`src/hdl/tmcs_pkg.sv`:
```
package tmcs_pkg;

   // Register addresses on the 8-bit register port.
   localparam logic [7:0] ADDR_PERIOD  = 8'h25;
   localparam logic [7:0] ADDR_PULSE   = 8'h26;
   localparam logic [7:0] ADDR_CONTROL = 8'h27;
   localparam logic [7:0] ADDR_SECOND  = 8'h28;
   localparam logic [7:0] ADDR_STATUS  = 8'h29;

   // Reset values of the writable registers.
   localparam logic [7:0] CONTROL_RESET = 8'h00;
   localparam logic [7:0] SECOND_RESET  = 8'h00;
   localparam logic [7:0] PERIOD_RESET  = 8'h00;
   localparam logic [7:0] PULSE_RESET   = 8'h00;

   // Field positions shared by both control registers.
   localparam int FLD_PRESET  = 7;
   localparam int FLD_CLK_HI  = 6;
   localparam int FLD_CLK_LO  = 4;
   localparam int FLD_RUN     = 3;
   localparam int FLD_MODE_HI = 2;
   localparam int FLD_MODE_LO = 0;

   // Status register bit positions.
   localparam int STS_RUN3     = 0;
   localparam int STS_RUN4     = 1;
   localparam int STS_BAD3     = 2;
   localparam int STS_BAD4     = 3;
   localparam int STS_CASCADE  = 4;

   // Source clock select codes.
   localparam logic [2:0] CKS_DIV11    = 3'h0;
   localparam logic [2:0] CKS_DIV7     = 3'h1;
   localparam logic [2:0] CKS_DIV5     = 3'h2;
   localparam logic [2:0] CKS_DIV3     = 3'h3;
   localparam logic [2:0] CKS_LOW      = 3'h4;
   localparam logic [2:0] CKS_DIV1     = 3'h5;
   localparam logic [2:0] CKS_HIGH     = 3'h6;
   localparam logic [2:0] CKS_EXTERNAL = 3'h7;

   // Operating mode codes of both mode fields.
   localparam logic [2:0] MODE_TIMER8   = 3'h0;
   localparam logic [2:0] MODE_DIVIDER  = 3'h1;
   localparam logic [2:0] MODE_PWM8     = 3'h2;
   localparam logic [2:0] MODE_CASCADE  = 3'h3;
   localparam logic [2:0] MODE16_TIMER  = 3'h4;
   localparam logic [2:0] MODE_WARMUP   = 3'h5;
   localparam logic [2:0] MODE16_PWM    = 3'h6;
   localparam logic [2:0] MODE16_PULSE  = 3'h7;

   // Prescaler taps of the high and low clocks: divide by two to these powers.
   localparam int HIGH_TAPS = 5;
   localparam int TAP_EXP [HIGH_TAPS] = '{1, 3, 5, 7, 11};
   localparam int TAP_DIV1  = 0;
   localparam int TAP_DIV3  = 1;
   localparam int TAP_DIV5  = 2;
   localparam int TAP_DIV7  = 3;
   localparam int TAP_DIV11 = 4;
   localparam int TAP_LOW3  = 5;
   localparam int HIGH_BITS = 11;
   localparam int LOW_EXP   = 3;

   // Power modes of the surrounding system.
   typedef enum logic [1:0] {
      PM_NORMAL = 2'b00,
      PM_IDLE   = 2'b01,
      PM_SLOW   = 2'b10,
      PM_SLEEP  = 2'b11
   } tmcs_power_type;

   // Run state of a timer as seen by the counting datapath.
   typedef enum logic {
      RS_STOPPED = 1'b0,
      RS_RUNNING = 1'b1
   } tmcs_run_type;

endpackage

```
`src/hdl/tmcs_timer3_ctrl.sv`:
```
// Notes on behaviour
// Run bit low halts and clears counter.
// Clock select picks prescaled, low, high or pin.
// Slow modes allow few sources; high warm-up.
// Mode field decodes divider, PWM, cascade.
// Software keeps mode 011 for cascade.
// Cascade: own clock, second timer's run/preset.
// Software leaves fields alone while running.
// Stop write keeps other fields unchanged.
// Period compare unchanged while running; the code stores period writes at any time, running or not.
// Pulse compare changes only in PWM modes; the code stores pulse writes in every mode.
// Two control, two 8-bit compare registers.
// Control register resets to all zero.
// Upper byte counts this timer's overflow.
// Second mode decodes 16-bit, warm-up, PPG.
// Fields read back, act next edge.
//
// Added by the designer: strobed register access.
`timescale 1ns/10ps
module tmcs_timer3_ctrl #(
   parameter int PRESCALE_BITS = tmcs_pkg::HIGH_BITS
) (
   input  wire logic       CLK_SYS,
   input  wire logic       SYS_RST,
   input  wire logic [7:0] ADDR,
   input  wire logic [7:0] WDATA,
   input  wire logic       WR,
   input  wire logic       RD,
   output logic [7:0]      RDATA,
   input  wire logic [1:0] POWER_MODE,
   input  wire logic       DIVIDER_SELECT,
   input  wire logic       HIGH_CLOCK_TICK,
   input  wire logic       LOW_CLOCK_TICK,
   input  wire logic       TIMER3_PIN,
   input  wire logic       TIMER4_PIN,
   input  wire logic       TIMER3_OVERFLOW,
   output logic            TIMER3_RUN,
   output logic            TIMER3_CLEAR,
   output logic            TIMER3_TICK,
   output logic            TIMER3_PRESET,
   output logic            DIVIDER_MODE,
   output logic            PWM8_MODE,
   output logic            CASCADE_MODE,
   output logic            TIMER4_RUN,
   output logic            TIMER4_CLEAR,
   output logic            TIMER4_TICK,
   output logic            TIMER4_PRESET,
   output logic            MODE16_TIMER,
   output logic            WARMUP_MODE,
   output logic            MODE16_PWM,
   output logic            MODE16_PULSE,
   output logic [7:0]      PERIOD_COMPARE,
   output logic [7:0]      PULSE_WIDTH_COMPARE,
   output logic            SELECT_INVALID
);

   typedef struct packed {
      logic [7:0]             timer3_control;
      logic [7:0]             second_timer_control;
      logic [7:0]             period_compare;
      logic [7:0]             pulse_width_compare;
      logic [7:0]             rdata;
      logic                   pin3_prev;
      logic                   pin4_prev;
      tmcs_pkg::tmcs_run_type run3;
      tmcs_pkg::tmcs_run_type run4;
      logic                   tick3;
      logic                   tick4;
   } tmcs_state_type;

   tmcs_state_type state_reg;
   tmcs_state_type state_next;
   logic [5:0]     taps;
   logic [2:0]     clock_select;
   logic [2:0]     mode_select;
   logic [2:0]     second_clock_select;
   logic [2:0]     second_mode_select;
   logic           run_control;
   logic           flipflop_preset;
   logic           second_run_control;
   logic           second_flipflop_preset;
   logic           slow_power;
   logic           cascade;
   logic           upper_byte;
   logic           warmup;
   logic           edge3;
   logic           edge4;
   logic           src3;
   logic           src4;
   logic           bad3;
   logic           bad4;
   logic [7:0]     status;

   // Shared prescaler of the high and low clock ticks.
   tmcs_prescaler #(
      .HIGH_BITS (PRESCALE_BITS)
   ) u_prescaler (
      .clk_sys   (CLK_SYS),
      .sys_rst   (SYS_RST),
      .high_tick (HIGH_CLOCK_TICK),
      .low_tick  (LOW_CLOCK_TICK),
      .taps      (taps)
   );

   // Picks one source tick for a clock select code.
   // source clock mux
   function automatic logic pick_source(
      input logic [2:0] sel,
      input logic       slow,
      input logic       divsel,
      input logic       high_ok,
      input logic [5:0] tp,
      input logic       low_t,
      input logic       high_t,
      input logic       pin_edge
   );
      logic r;
      r = 1'b0;
      case (sel)
         tmcs_pkg::CKS_DIV11: begin
            r = (slow | divsel) ? tp[tmcs_pkg::TAP_LOW3]
                                : tp[tmcs_pkg::TAP_DIV11];
         end
         tmcs_pkg::CKS_DIV7:     r = ~slow & tp[tmcs_pkg::TAP_DIV7];
         tmcs_pkg::CKS_DIV5:     r = ~slow & tp[tmcs_pkg::TAP_DIV5];
         tmcs_pkg::CKS_DIV3:     r = ~slow & tp[tmcs_pkg::TAP_DIV3];
         tmcs_pkg::CKS_LOW:      r = low_t;
         tmcs_pkg::CKS_DIV1:     r = ~slow & tp[tmcs_pkg::TAP_DIV1];
         tmcs_pkg::CKS_HIGH:     r = (~slow | high_ok) & high_t;
         tmcs_pkg::CKS_EXTERNAL: r = pin_edge;
         default:                r = 1'b0;
      endcase
      return r;
   endfunction

   // Tells whether a select code has no source in the present power mode.
   // slow mode limits
   function automatic logic source_unusable(
      input logic [2:0] sel,
      input logic       slow,
      input logic       high_ok
   );
      logic r;
      r = 1'b0;
      case (sel)
         tmcs_pkg::CKS_DIV7,
         tmcs_pkg::CKS_DIV5,
         tmcs_pkg::CKS_DIV3,
         tmcs_pkg::CKS_DIV1: r = slow;
         tmcs_pkg::CKS_HIGH: r = slow & ~high_ok;
         default:            r = 1'b0;
      endcase
      return r;
   endfunction

   // Field views of the two control registers.
   assign flipflop_preset =
      state_reg.timer3_control[tmcs_pkg::FLD_PRESET];
   assign clock_select = state_reg.timer3_control[
      tmcs_pkg::FLD_CLK_HI:tmcs_pkg::FLD_CLK_LO];
   assign run_control = state_reg.timer3_control[tmcs_pkg::FLD_RUN];
   assign mode_select = state_reg.timer3_control[
      tmcs_pkg::FLD_MODE_HI:tmcs_pkg::FLD_MODE_LO];
   assign second_flipflop_preset =
      state_reg.second_timer_control[tmcs_pkg::FLD_PRESET];
   assign second_clock_select = state_reg.second_timer_control[
      tmcs_pkg::FLD_CLK_HI:tmcs_pkg::FLD_CLK_LO];
   assign second_run_control =
      state_reg.second_timer_control[tmcs_pkg::FLD_RUN];
   assign second_mode_select = state_reg.second_timer_control[
      tmcs_pkg::FLD_MODE_HI:tmcs_pkg::FLD_MODE_LO];

   // Power mode and mode decodes.
   assign slow_power = (POWER_MODE == tmcs_pkg::PM_SLOW) |
                       (POWER_MODE == tmcs_pkg::PM_SLEEP);
   // cascade decode
   assign cascade = (mode_select == tmcs_pkg::MODE_CASCADE);
   // upper byte modes
   assign upper_byte = second_mode_select[2];
   // warm-up needs cascade
   assign warmup = cascade &
                   (second_mode_select == tmcs_pkg::MODE_WARMUP);

   // Rising edges of the timer pins, inputs being synchronous.
   assign edge3 = TIMER3_PIN & ~state_reg.pin3_prev;
   assign edge4 = TIMER4_PIN & ~state_reg.pin4_prev;

   // Source ticks of both timers before run gating.
   assign src3 = pick_source(clock_select, slow_power, DIVIDER_SELECT,
                             warmup, taps, LOW_CLOCK_TICK,
                             HIGH_CLOCK_TICK, edge3);
   assign src4 = pick_source(second_clock_select, slow_power,
                             DIVIDER_SELECT, 1'b0, taps,
                             LOW_CLOCK_TICK, HIGH_CLOCK_TICK, edge4);
   assign bad3 = source_unusable(clock_select, slow_power, warmup);
   assign bad4 = ~upper_byte &
                 source_unusable(second_clock_select, slow_power, 1'b0);

   // Status view of the block's own state.
   assign status = {3'h0, cascade, bad4, bad3,
                    state_reg.run4 == tmcs_pkg::RS_RUNNING,
                    state_reg.run3 == tmcs_pkg::RS_RUNNING};

   // Next state: register writes, read data, run state and ticks.
   always_comb begin
      state_next = state_reg;
      state_next.pin3_prev = TIMER3_PIN;
      state_next.pin4_prev = TIMER4_PIN;
      // control and compare registers
      // write takes effect next edge
      if (WR) begin
         case (ADDR)
            tmcs_pkg::ADDR_CONTROL: state_next.timer3_control = WDATA;
            tmcs_pkg::ADDR_SECOND:
               state_next.second_timer_control = WDATA;
            tmcs_pkg::ADDR_PERIOD:  state_next.period_compare = WDATA;
            tmcs_pkg::ADDR_PULSE:
               state_next.pulse_width_compare = WDATA;
            default: state_next.timer3_control = state_reg.timer3_control;
         endcase
      end
      // fields read back
      if (RD) begin
         case (ADDR)
            tmcs_pkg::ADDR_CONTROL: state_next.rdata =
               state_reg.timer3_control;
            tmcs_pkg::ADDR_SECOND:  state_next.rdata =
               state_reg.second_timer_control;
            tmcs_pkg::ADDR_PERIOD:  state_next.rdata =
               state_reg.period_compare;
            tmcs_pkg::ADDR_PULSE:   state_next.rdata =
               state_reg.pulse_width_compare;
            tmcs_pkg::ADDR_STATUS:  state_next.rdata = status;
            default:                state_next.rdata = 8'h00;
         endcase
      end else begin
         state_next.rdata = 8'h00;
      end
      // run state follows start bit
      // cascade uses second run bit
      if (cascade) begin
         state_next.run3 = tmcs_pkg::tmcs_run_type'(second_run_control);
      end else begin
         state_next.run3 = tmcs_pkg::tmcs_run_type'(run_control);
      end
      state_next.run4 = tmcs_pkg::tmcs_run_type'(second_run_control);
      // cascade clock from own select
      state_next.tick3 = (state_next.run3 == tmcs_pkg::RS_RUNNING) &
                         (state_reg.run3 == tmcs_pkg::RS_RUNNING) &
                         src3;
      // upper byte takes overflow
      state_next.tick4 = (state_next.run4 == tmcs_pkg::RS_RUNNING) &
                         (state_reg.run4 == tmcs_pkg::RS_RUNNING) &
                         (upper_byte ? TIMER3_OVERFLOW : src4);
   end

   // State register.
   // control resets to zero
   always_ff @(posedge CLK_SYS) begin
      if (SYS_RST) begin
         state_reg <= '{
            timer3_control:       tmcs_pkg::CONTROL_RESET,
            second_timer_control: tmcs_pkg::SECOND_RESET,
            period_compare:       tmcs_pkg::PERIOD_RESET,
            pulse_width_compare:  tmcs_pkg::PULSE_RESET,
            rdata:                8'h00,
            pin3_prev:            1'b0,
            pin4_prev:            1'b0,
            run3:                 tmcs_pkg::RS_STOPPED,
            run4:                 tmcs_pkg::RS_STOPPED,
            tick3:                1'b0,
            tick4:                1'b0
         };
      end else begin
         state_reg <= state_next;
      end
   end

   // Run and clear outputs; the counter is held clear while stopped.
   // stop clears counter
   assign TIMER3_RUN   = (state_reg.run3 == tmcs_pkg::RS_RUNNING);
   assign TIMER3_CLEAR = (state_reg.run3 == tmcs_pkg::RS_STOPPED);
   assign TIMER4_RUN   = (state_reg.run4 == tmcs_pkg::RS_RUNNING);
   assign TIMER4_CLEAR = (state_reg.run4 == tmcs_pkg::RS_STOPPED);
   assign TIMER3_TICK  = state_reg.tick3;
   assign TIMER4_TICK  = state_reg.tick4;

   // Flip-flop presets.
   // cascade preset from second
   assign TIMER3_PRESET = cascade ? second_flipflop_preset
                                  : flipflop_preset;
   assign TIMER4_PRESET = second_flipflop_preset;

   // Mode decodes of both fields.
   // first mode decode
   assign DIVIDER_MODE = (mode_select == tmcs_pkg::MODE_DIVIDER);
   assign PWM8_MODE    = (mode_select == tmcs_pkg::MODE_PWM8);
   assign CASCADE_MODE = cascade;
   // second mode decode
   assign MODE16_TIMER = cascade &
                         (second_mode_select == tmcs_pkg::MODE16_TIMER);
   assign WARMUP_MODE  = warmup;
   assign MODE16_PWM   = cascade &
                         (second_mode_select == tmcs_pkg::MODE16_PWM);
   assign MODE16_PULSE = cascade &
                         (second_mode_select == tmcs_pkg::MODE16_PULSE);

   // Compare values, read data and source fault flag.
   // compare register outputs
   assign PERIOD_COMPARE      = state_reg.period_compare;
   assign PULSE_WIDTH_COMPARE = state_reg.pulse_width_compare;
   assign RDATA               = state_reg.rdata;
   assign SELECT_INVALID      = bad3 | bad4;

endmodule // tmcs_timer3_ctrl

```
`src/hdl/tmcs_prescaler.sv`:
```
`timescale 1ns/10ps
module tmcs_prescaler #(
   parameter int HIGH_BITS = tmcs_pkg::HIGH_BITS
) (
   input  wire logic       clk_sys,
   input  wire logic       sys_rst,
   input  wire logic       high_tick,
   input  wire logic       low_tick,
   output logic [5:0]      taps
);

   typedef struct packed {
      logic [HIGH_BITS-1:0]        high_count;
      logic [tmcs_pkg::LOW_EXP-1:0] low_count;
      logic [5:0]                  taps;
   } tmcs_pre_state_type;

   tmcs_pre_state_type state_reg;
   tmcs_pre_state_type state_next;
   logic [tmcs_pkg::HIGH_TAPS-1:0] hit;

   // Refuse a counter too short for the slowest tap.
   if (HIGH_BITS < tmcs_pkg::TAP_EXP[tmcs_pkg::TAP_DIV11]) begin : g_chk
      $error("Prescaler counter is narrower than the slowest tap.");
   end

   // Each tap fires when the low bits of the counter are all ones.
   for (genvar i = 0; i < tmcs_pkg::HIGH_TAPS; i++) begin : g_tap
      assign hit[i] = high_tick &
         (&state_reg.high_count[tmcs_pkg::TAP_EXP[i]-1:0]);
   end

   // Free running counters of high and low clock ticks.
   always_comb begin
      state_next = state_reg;
      if (high_tick) begin
         state_next.high_count = state_reg.high_count + 1'b1;
      end
      if (low_tick) begin
         state_next.low_count = state_reg.low_count + 1'b1;
      end
      state_next.taps = {low_tick & (&state_reg.low_count), hit};
   end

   // State register.
   always_ff @(posedge clk_sys) begin
      if (sys_rst) begin
         state_reg <= '0;
      end else begin
         state_reg <= state_next;
      end
   end

   assign taps = state_reg.taps;

endmodule // tmcs_prescaler

```
`config.mk`:
```
export PLATFORM = sky130hd
export DESIGN_NAME = tmcs_timer3_ctrl
export DESIGN_NICKNAME = d
export VERILOG_FILES = /design/src/hdl/tmcs_pkg.sv /design/src/hdl/tmcs_timer3_ctrl.sv /design/src/hdl/tmcs_prescaler.sv
export SDC_FILE = /design/constraint.sdc
export NUM_CORES = 1
export LEC_CHECK = 0
export BUFFER_PORTS_ARGS = -buffer_cell sky130_fd_sc_hd__buf_2
export CAP_MARGIN = 0
export CORE_ASPECT_RATIO = 0.7
export CORE_MARGIN = 1.5
export CORE_UTILIZATION = 35
export CTS_CLUSTER_SIZE = 14
export DETAILED_ROUTE_END_ITERATION = 6
export GPL_ROUTABILITY_DRIVEN = 0
export PLACE_DENSITY = 0.62
export REMOVE_ABC_BUFFERS = 1
export SLEW_MARGIN = 15
export SYNTH_ARGS = -nofsm -noshare
export SYNTH_HDL_FRONTEND = slang
export SYNTH_HIERARCHICAL = 1
export SYNTH_SLANG_ARGS = --single-unit
export TNS_END_PERCENT = 5
```
`constraint.sdc`:
```
create_clock -name CLK_SYS -period 1.3 [get_ports CLK_SYS]
set_input_delay 0.195 -clock CLK_SYS [delete_from_list [all_inputs] [get_ports CLK_SYS]]
set_output_delay 0.195 -clock CLK_SYS [all_outputs]
set_load 0.01 [all_outputs]
```
==> insert_results.sql <==
INSERT INTO impl_metrics (metric_group, metric, value, unit) VALUES
('power', 'power.ir.vdd_worst', '0.6629', 'mV'),
('yosys', 'ys_flop_type', 'sky130_fd_sc_hd__dfxtp_1', ''),
('worst_setup_path', 'timing.critical_path.fanout_max', '2', ''),
('worst_setup_path', 'cp_capture_type', 'output pin', ''),
('floorplan', 'starting_density', '36.47', '%'),
('timing', 'timing_hold_violations_final', '0', ''),
('layout', 'largest_reg_flops', '14', ''),
('yosys', 'synth-seq-area-share', '39.62', '%'),
('placed_design', 'place_inst', '556', ''),
('grt', 'grt_first_pass_wirelength', '14220', 'um'),
('timing', 'timing.fmax', '0.5570', 'GHz'),
('timing', 'rsz0062_at_grt', 'yes', ''),
('floorplan', 'die-height', '84.67', 'um'),
('grt', 'vias_in_the_first_global_route', '2752', ''),
('cts', 'cts_buffer_count', '9', ''),
('routing', 'number_of_routed_nets_with_antenna_violations', '0', ''),
('placed_design', 'post-place-ws', '-0.1942', 'ns'),
('cts', 'clock_tree.htree_level_count', '3', ''),
('placed_design', 'buffer_ports.inserted', '66', ''),
('grt', 'antenna_found_initial', '0', ''),
('cts', 'cell_at_the_root_of_the_clock_tree', 'sky130_fd_sc_hd__clkbuf_16', ''),
('yosys', 'mappedNetlistArea', '3334', 'um^2'),
('yosys', 'ys_ff_latch', '66', ''),
('layout', 'num-nets-final', '478', ''),
('cts', 'path_clk_slew', '0.05', 'ns'),
('timing', 'period_minus_slack', '1.795', 'ns'),
('worst_setup_path', 'reg2reg_slack', '-0.19', 'ns'),
('timing', 'tightestPinTransition', '0.3333', 'ns'),
('worst_setup_path', 'cp_data_arrival_time', '1.60', 'ns'),
('routing', 'firstDrtPassIters', '5', ''),
('worst_hold_path', 'holdCritPathClass', 'in2reg', ''),
('power', 'total_power', '0.005032', 'W'),
('grt', 'globalRouteTotalUtil', '18.24', '%'),
('yosys', 'ys_types', '54', ''),
('grt', 'grt.overflow.total', '0', ''),
('power', 'p_per_area', '1162', 'nW/um^2'),
('layout', 'nFillCells', '902', ''),
('timing', 'fin_ws', '-0.4954', 'ns'),
('floorplan', 'floorplan.core_area', '9144', 'um^2'),
('timing', 'hold-worst-slack', '0.09736', 'ns'),
('timing', 'final_max_slew_viol_count', '0', ''),
('yosys', 'synth_enable_flop_cells', '0', ''),
('yosys', 'syn_area_per_cell', '9.161', 'um^2'),
('worst_setup_path', 'crit_type', 'reg2out', ''),
('grt', 'largest_net_degree_at_the_start_of_global_routing', '56', ''),
('worst_setup_path', 'critical_path.startpoint_type', 'register', ''),
('timing', 'skew', '0.004399', 'ns'),
('timing', 'final.setup.tns', '-2.667', 'ns'),
('worst_setup_path', 'worst_ep_required_time', '1.11', 'ns'),
('floorplan', 'design.portCount', '68', ''),
('cts', 'buffers_from_clock_root_to_sink_at_most', '2', ''),
('flow_run', 'max_cap_violations', '0', ''),
('layout', 'drive_gt1_share', '37.78', '%'),
('yosys', 'synth_async_sr_flop_share', '0', '%'),
('layout', 'stdcell_count', '574', ''),
('routing', 'drt-total-wl', '8849', 'um'),
('yosys', 'syn-instance-count', '364', ''),
('floorplan', 'row_count', '29', ''),
('cts', 'cts_tree', 'yes', ''),
('routing', 'routed-via-count', '2930', ''),
('routing', 'drt_first_iter_violations', '130', ''),
('worst_setup_path', 'setup.worst_path.start', 'mode_select[2]', ''),
('run_status', 'failed_checks', 'setup timing', ''),
('power', 'cellLeakagePower', '2.061', 'nW'),
('timing', 'period_share', '138.1', '%'),
('routing', 'routed_via_density', '5.105', ''),
('timing', 'finalSetupViolCount', '13', ''),
('worst_setup_path', 'regToRegStartpoint', 'mode_select[2]', ''),
('run_status', 'run_status', 'finished, violations left', ''),
('yosys', 'ys_warn_count', '6', ''),
('cts', 'clock_sinks', '66', ''),
('placed_design', 'dp_hpwl', '6596', 'um'),
('worst_hold_path', 'min_from', 'TIMER4_PIN', ''),
('layout', 'area.growth.synth_to_final', '29.91', '%'),
('floorplan', 'floorplan.die.width', '119.7', 'um'),
('cts', 'post_cts_hold_fix_bufs', '0', ''),
('floorplan', 'floorplan.die_area', '10130', 'um^2'),
('routing', 'drt-wirelength-per-cell', '15.42', 'um'),
('cts', 'clk_latency', '0.33', 'ns'),
('timing', 'timing.max_slew.rel_slack', '77.75', '%'),
('layout', 'antenna_cells', '0', ''),
('routing', 'drc', '0', '');
==> metal layers <==
| layer | part of all wire (%) | track usage (%) | vias to the layer above |
|---|---|---|---|
| met5 | 0 | 0 | - |
| met4 | 1.2 | 5.087 | 0 |
| met3 | 6.3 | 6.386 | 11 |
| met2 | 44 | 27.27 | 92 |
| met1 | 49 | 24.94 | 1417 |
| li1 | - | - | 1410 |
==> worst max-delay path: stages, from the launching register on <==
cell and delay, ns:
sky130_fd_sc_hd__dfxtp_1 0.30, sky130_fd_sc_hd__and3b_2 0.25, sky130_fd_sc_hd__nor4b_4 0.24, sky130_fd_sc_hd__buf_4 0.16
sky130_fd_sc_hd__buf_4 0.11, sky130_fd_sc_hd__buf_4 0.10, sky130_fd_sc_hd__buf_4 0.10
==> final timing paths <==
path	to	depth (start not counted)
setup / recovery	WARMUP_MODE	6
hold / removal	state_reg[4]	2
setup reg to reg	TIMER3_TICK	7
hold reg to reg	u_prescaler/state_reg[17]	2
==> placed cells by master, fill, tap and decap left out, drive strengths merged, types with 3 or more instances in the layout <==
| master | n |
|---|---|
| buf | 121 |
| dfxtp | 66 |
| nor2 | 59 |
| mux2i | 39 |
| a21oi | 17 |
| clkbuf | 12 |
| nand2 | 11 |
| inv | 11 |
| nor2b | 8 |
| nand3 | 7 |
| mux2 | 6 |
| a22oi | 6 |
| o21ai | 6 |
| and2 | 5 |
| nand2b | 5 |
| nor3 | 5 |
| ha | 5 |
| o31ai | 4 |
| or4 | 4 |
| a221oi | 4 |
| nand4 | 4 |
| nor3b | 3 |
| o2111ai | 3 |
| or3 | 3 |
| nor4b | 3 |
==> area by class of cell <==
class,count,area [um^2],area share (%)
Timing Repair Buffer,121,774.5,17.88
Clock buffer,12,266.5,6.153
Multi-Input combinational cell,236,1688,38.97
Tap cell,124,155.1,3.582
Clock inverter,4,72.57,1.675
Sequential cell,66,1334,30.79
Inverter,11,41.29,0.9532
==> metrics by stage <==
step | utilization (%) | area [um^2]
2_1_floorplan | - | 3005
3_3_place_gp | 42.80 | 3914
3_5_place_dp | 42.80 | 3914
4_1_cts | 46.91 | 4289
5_1_grt | 47.37 | 4332
6_report | 47.37 | 4332
==> timing repair <==
item	CTS	global route
pin swaps	3	4
gates resized for setup	12	11
buffers inserted	1	1
endpoints found under the setup margin	18	21
==> power by group <==
part / internal [W] / switching, W
combinational: 0.000130 / 0.000164
sequential: 0.00204 / 0.0000139
clock: 0.00183 / 0.000851
==> cell families (layout without fill, tap and decap cells) <==
logic type	after synthesis	after routing	share of synthesized area [%]
AO/OA/AOI/OAI	54	54	11.22
XOR/XNOR	3	3	0.7881
adder cells (fa/ha/maj)	5	5	1.876
buffers and inverters	62	148	11.11
flip-flops	66	66	39.62
multiplexers	45	45	13.73
AND/OR/NAND/NOR	129	129	21.65
==> synth_stat cells (2+ instances only) <==
| cell type | number | area, um^2 |
|---|---|---|
| sky130_fd_sc_hd__dfxtp_1 | 66 | 1321 |
| sky130_fd_sc_hd__nor2_1 | 58 | 217.7 |
| sky130_fd_sc_hd__mux2i_1 | 39 | 390.4 |
| sky130_fd_sc_hd__buf_4 | 32 | 240.2 |
| sky130_fd_sc_hd__a21oi_1 | 17 | 85.08 |
| sky130_fd_sc_hd__clkbuf_1 | 15 | 56.30 |
| sky130_fd_sc_hd__inv_1 | 11 | 41.29 |
| sky130_fd_sc_hd__nand2_1 | 10 | 37.54 |
| sky130_fd_sc_hd__nor2b_1 | 8 | 50.05 |
| sky130_fd_sc_hd__a22oi_1 | 6 | 45.04 |
| sky130_fd_sc_hd__mux2_2 | 6 | 67.56 |
| sky130_fd_sc_hd__nand3_1 | 6 | 30.03 |
| sky130_fd_sc_hd__o21ai_0 | 6 | 30.03 |
| sky130_fd_sc_hd__and2_1 | 5 | 31.28 |
| sky130_fd_sc_hd__ha_1 | 5 | 62.56 |
| sky130_fd_sc_hd__nand2b_1 | 5 | 31.28 |
| sky130_fd_sc_hd__nor3_1 | 5 | 25.02 |
| sky130_fd_sc_hd__a221oi_1 | 4 | 35.03 |
| sky130_fd_sc_hd__o31ai_1 | 4 | 30.03 |
| sky130_fd_sc_hd__or4_1 | 4 | 30.03 |
| sky130_fd_sc_hd__o2111ai_1 | 3 | 26.28 |
| sky130_fd_sc_hd__or3_1 | 3 | 18.77 |
| sky130_fd_sc_hd__a211o_1 | 2 | 17.52 |
| sky130_fd_sc_hd__a31oi_1 | 2 | 12.51 |
| sky130_fd_sc_hd__and2b_1 | 2 | 15.01 |
| sky130_fd_sc_hd__and3_1 | 2 | 12.51 |
| sky130_fd_sc_hd__and3b_1 | 2 | 17.52 |
| sky130_fd_sc_hd__buf_2 | 2 | 10.01 |
| sky130_fd_sc_hd__buf_6 | 2 | 22.52 |
| sky130_fd_sc_hd__nand4_1 | 2 | 12.51 |
| sky130_fd_sc_hd__nand4b_1 | 2 | 17.52 |
| sky130_fd_sc_hd__nor3b_1 | 2 | 15.01 |
| sky130_fd_sc_hd__nor4_1 | 2 | 12.51 |
| sky130_fd_sc_hd__nor4b_4 | 2 | 47.55 |
| sky130_fd_sc_hd__o211a_1 | 2 | 20.02 |
| sky130_fd_sc_hd__xnor2_1 | 2 | 17.52 |
No activity file was read; power rests on OpenSTA's default activity.
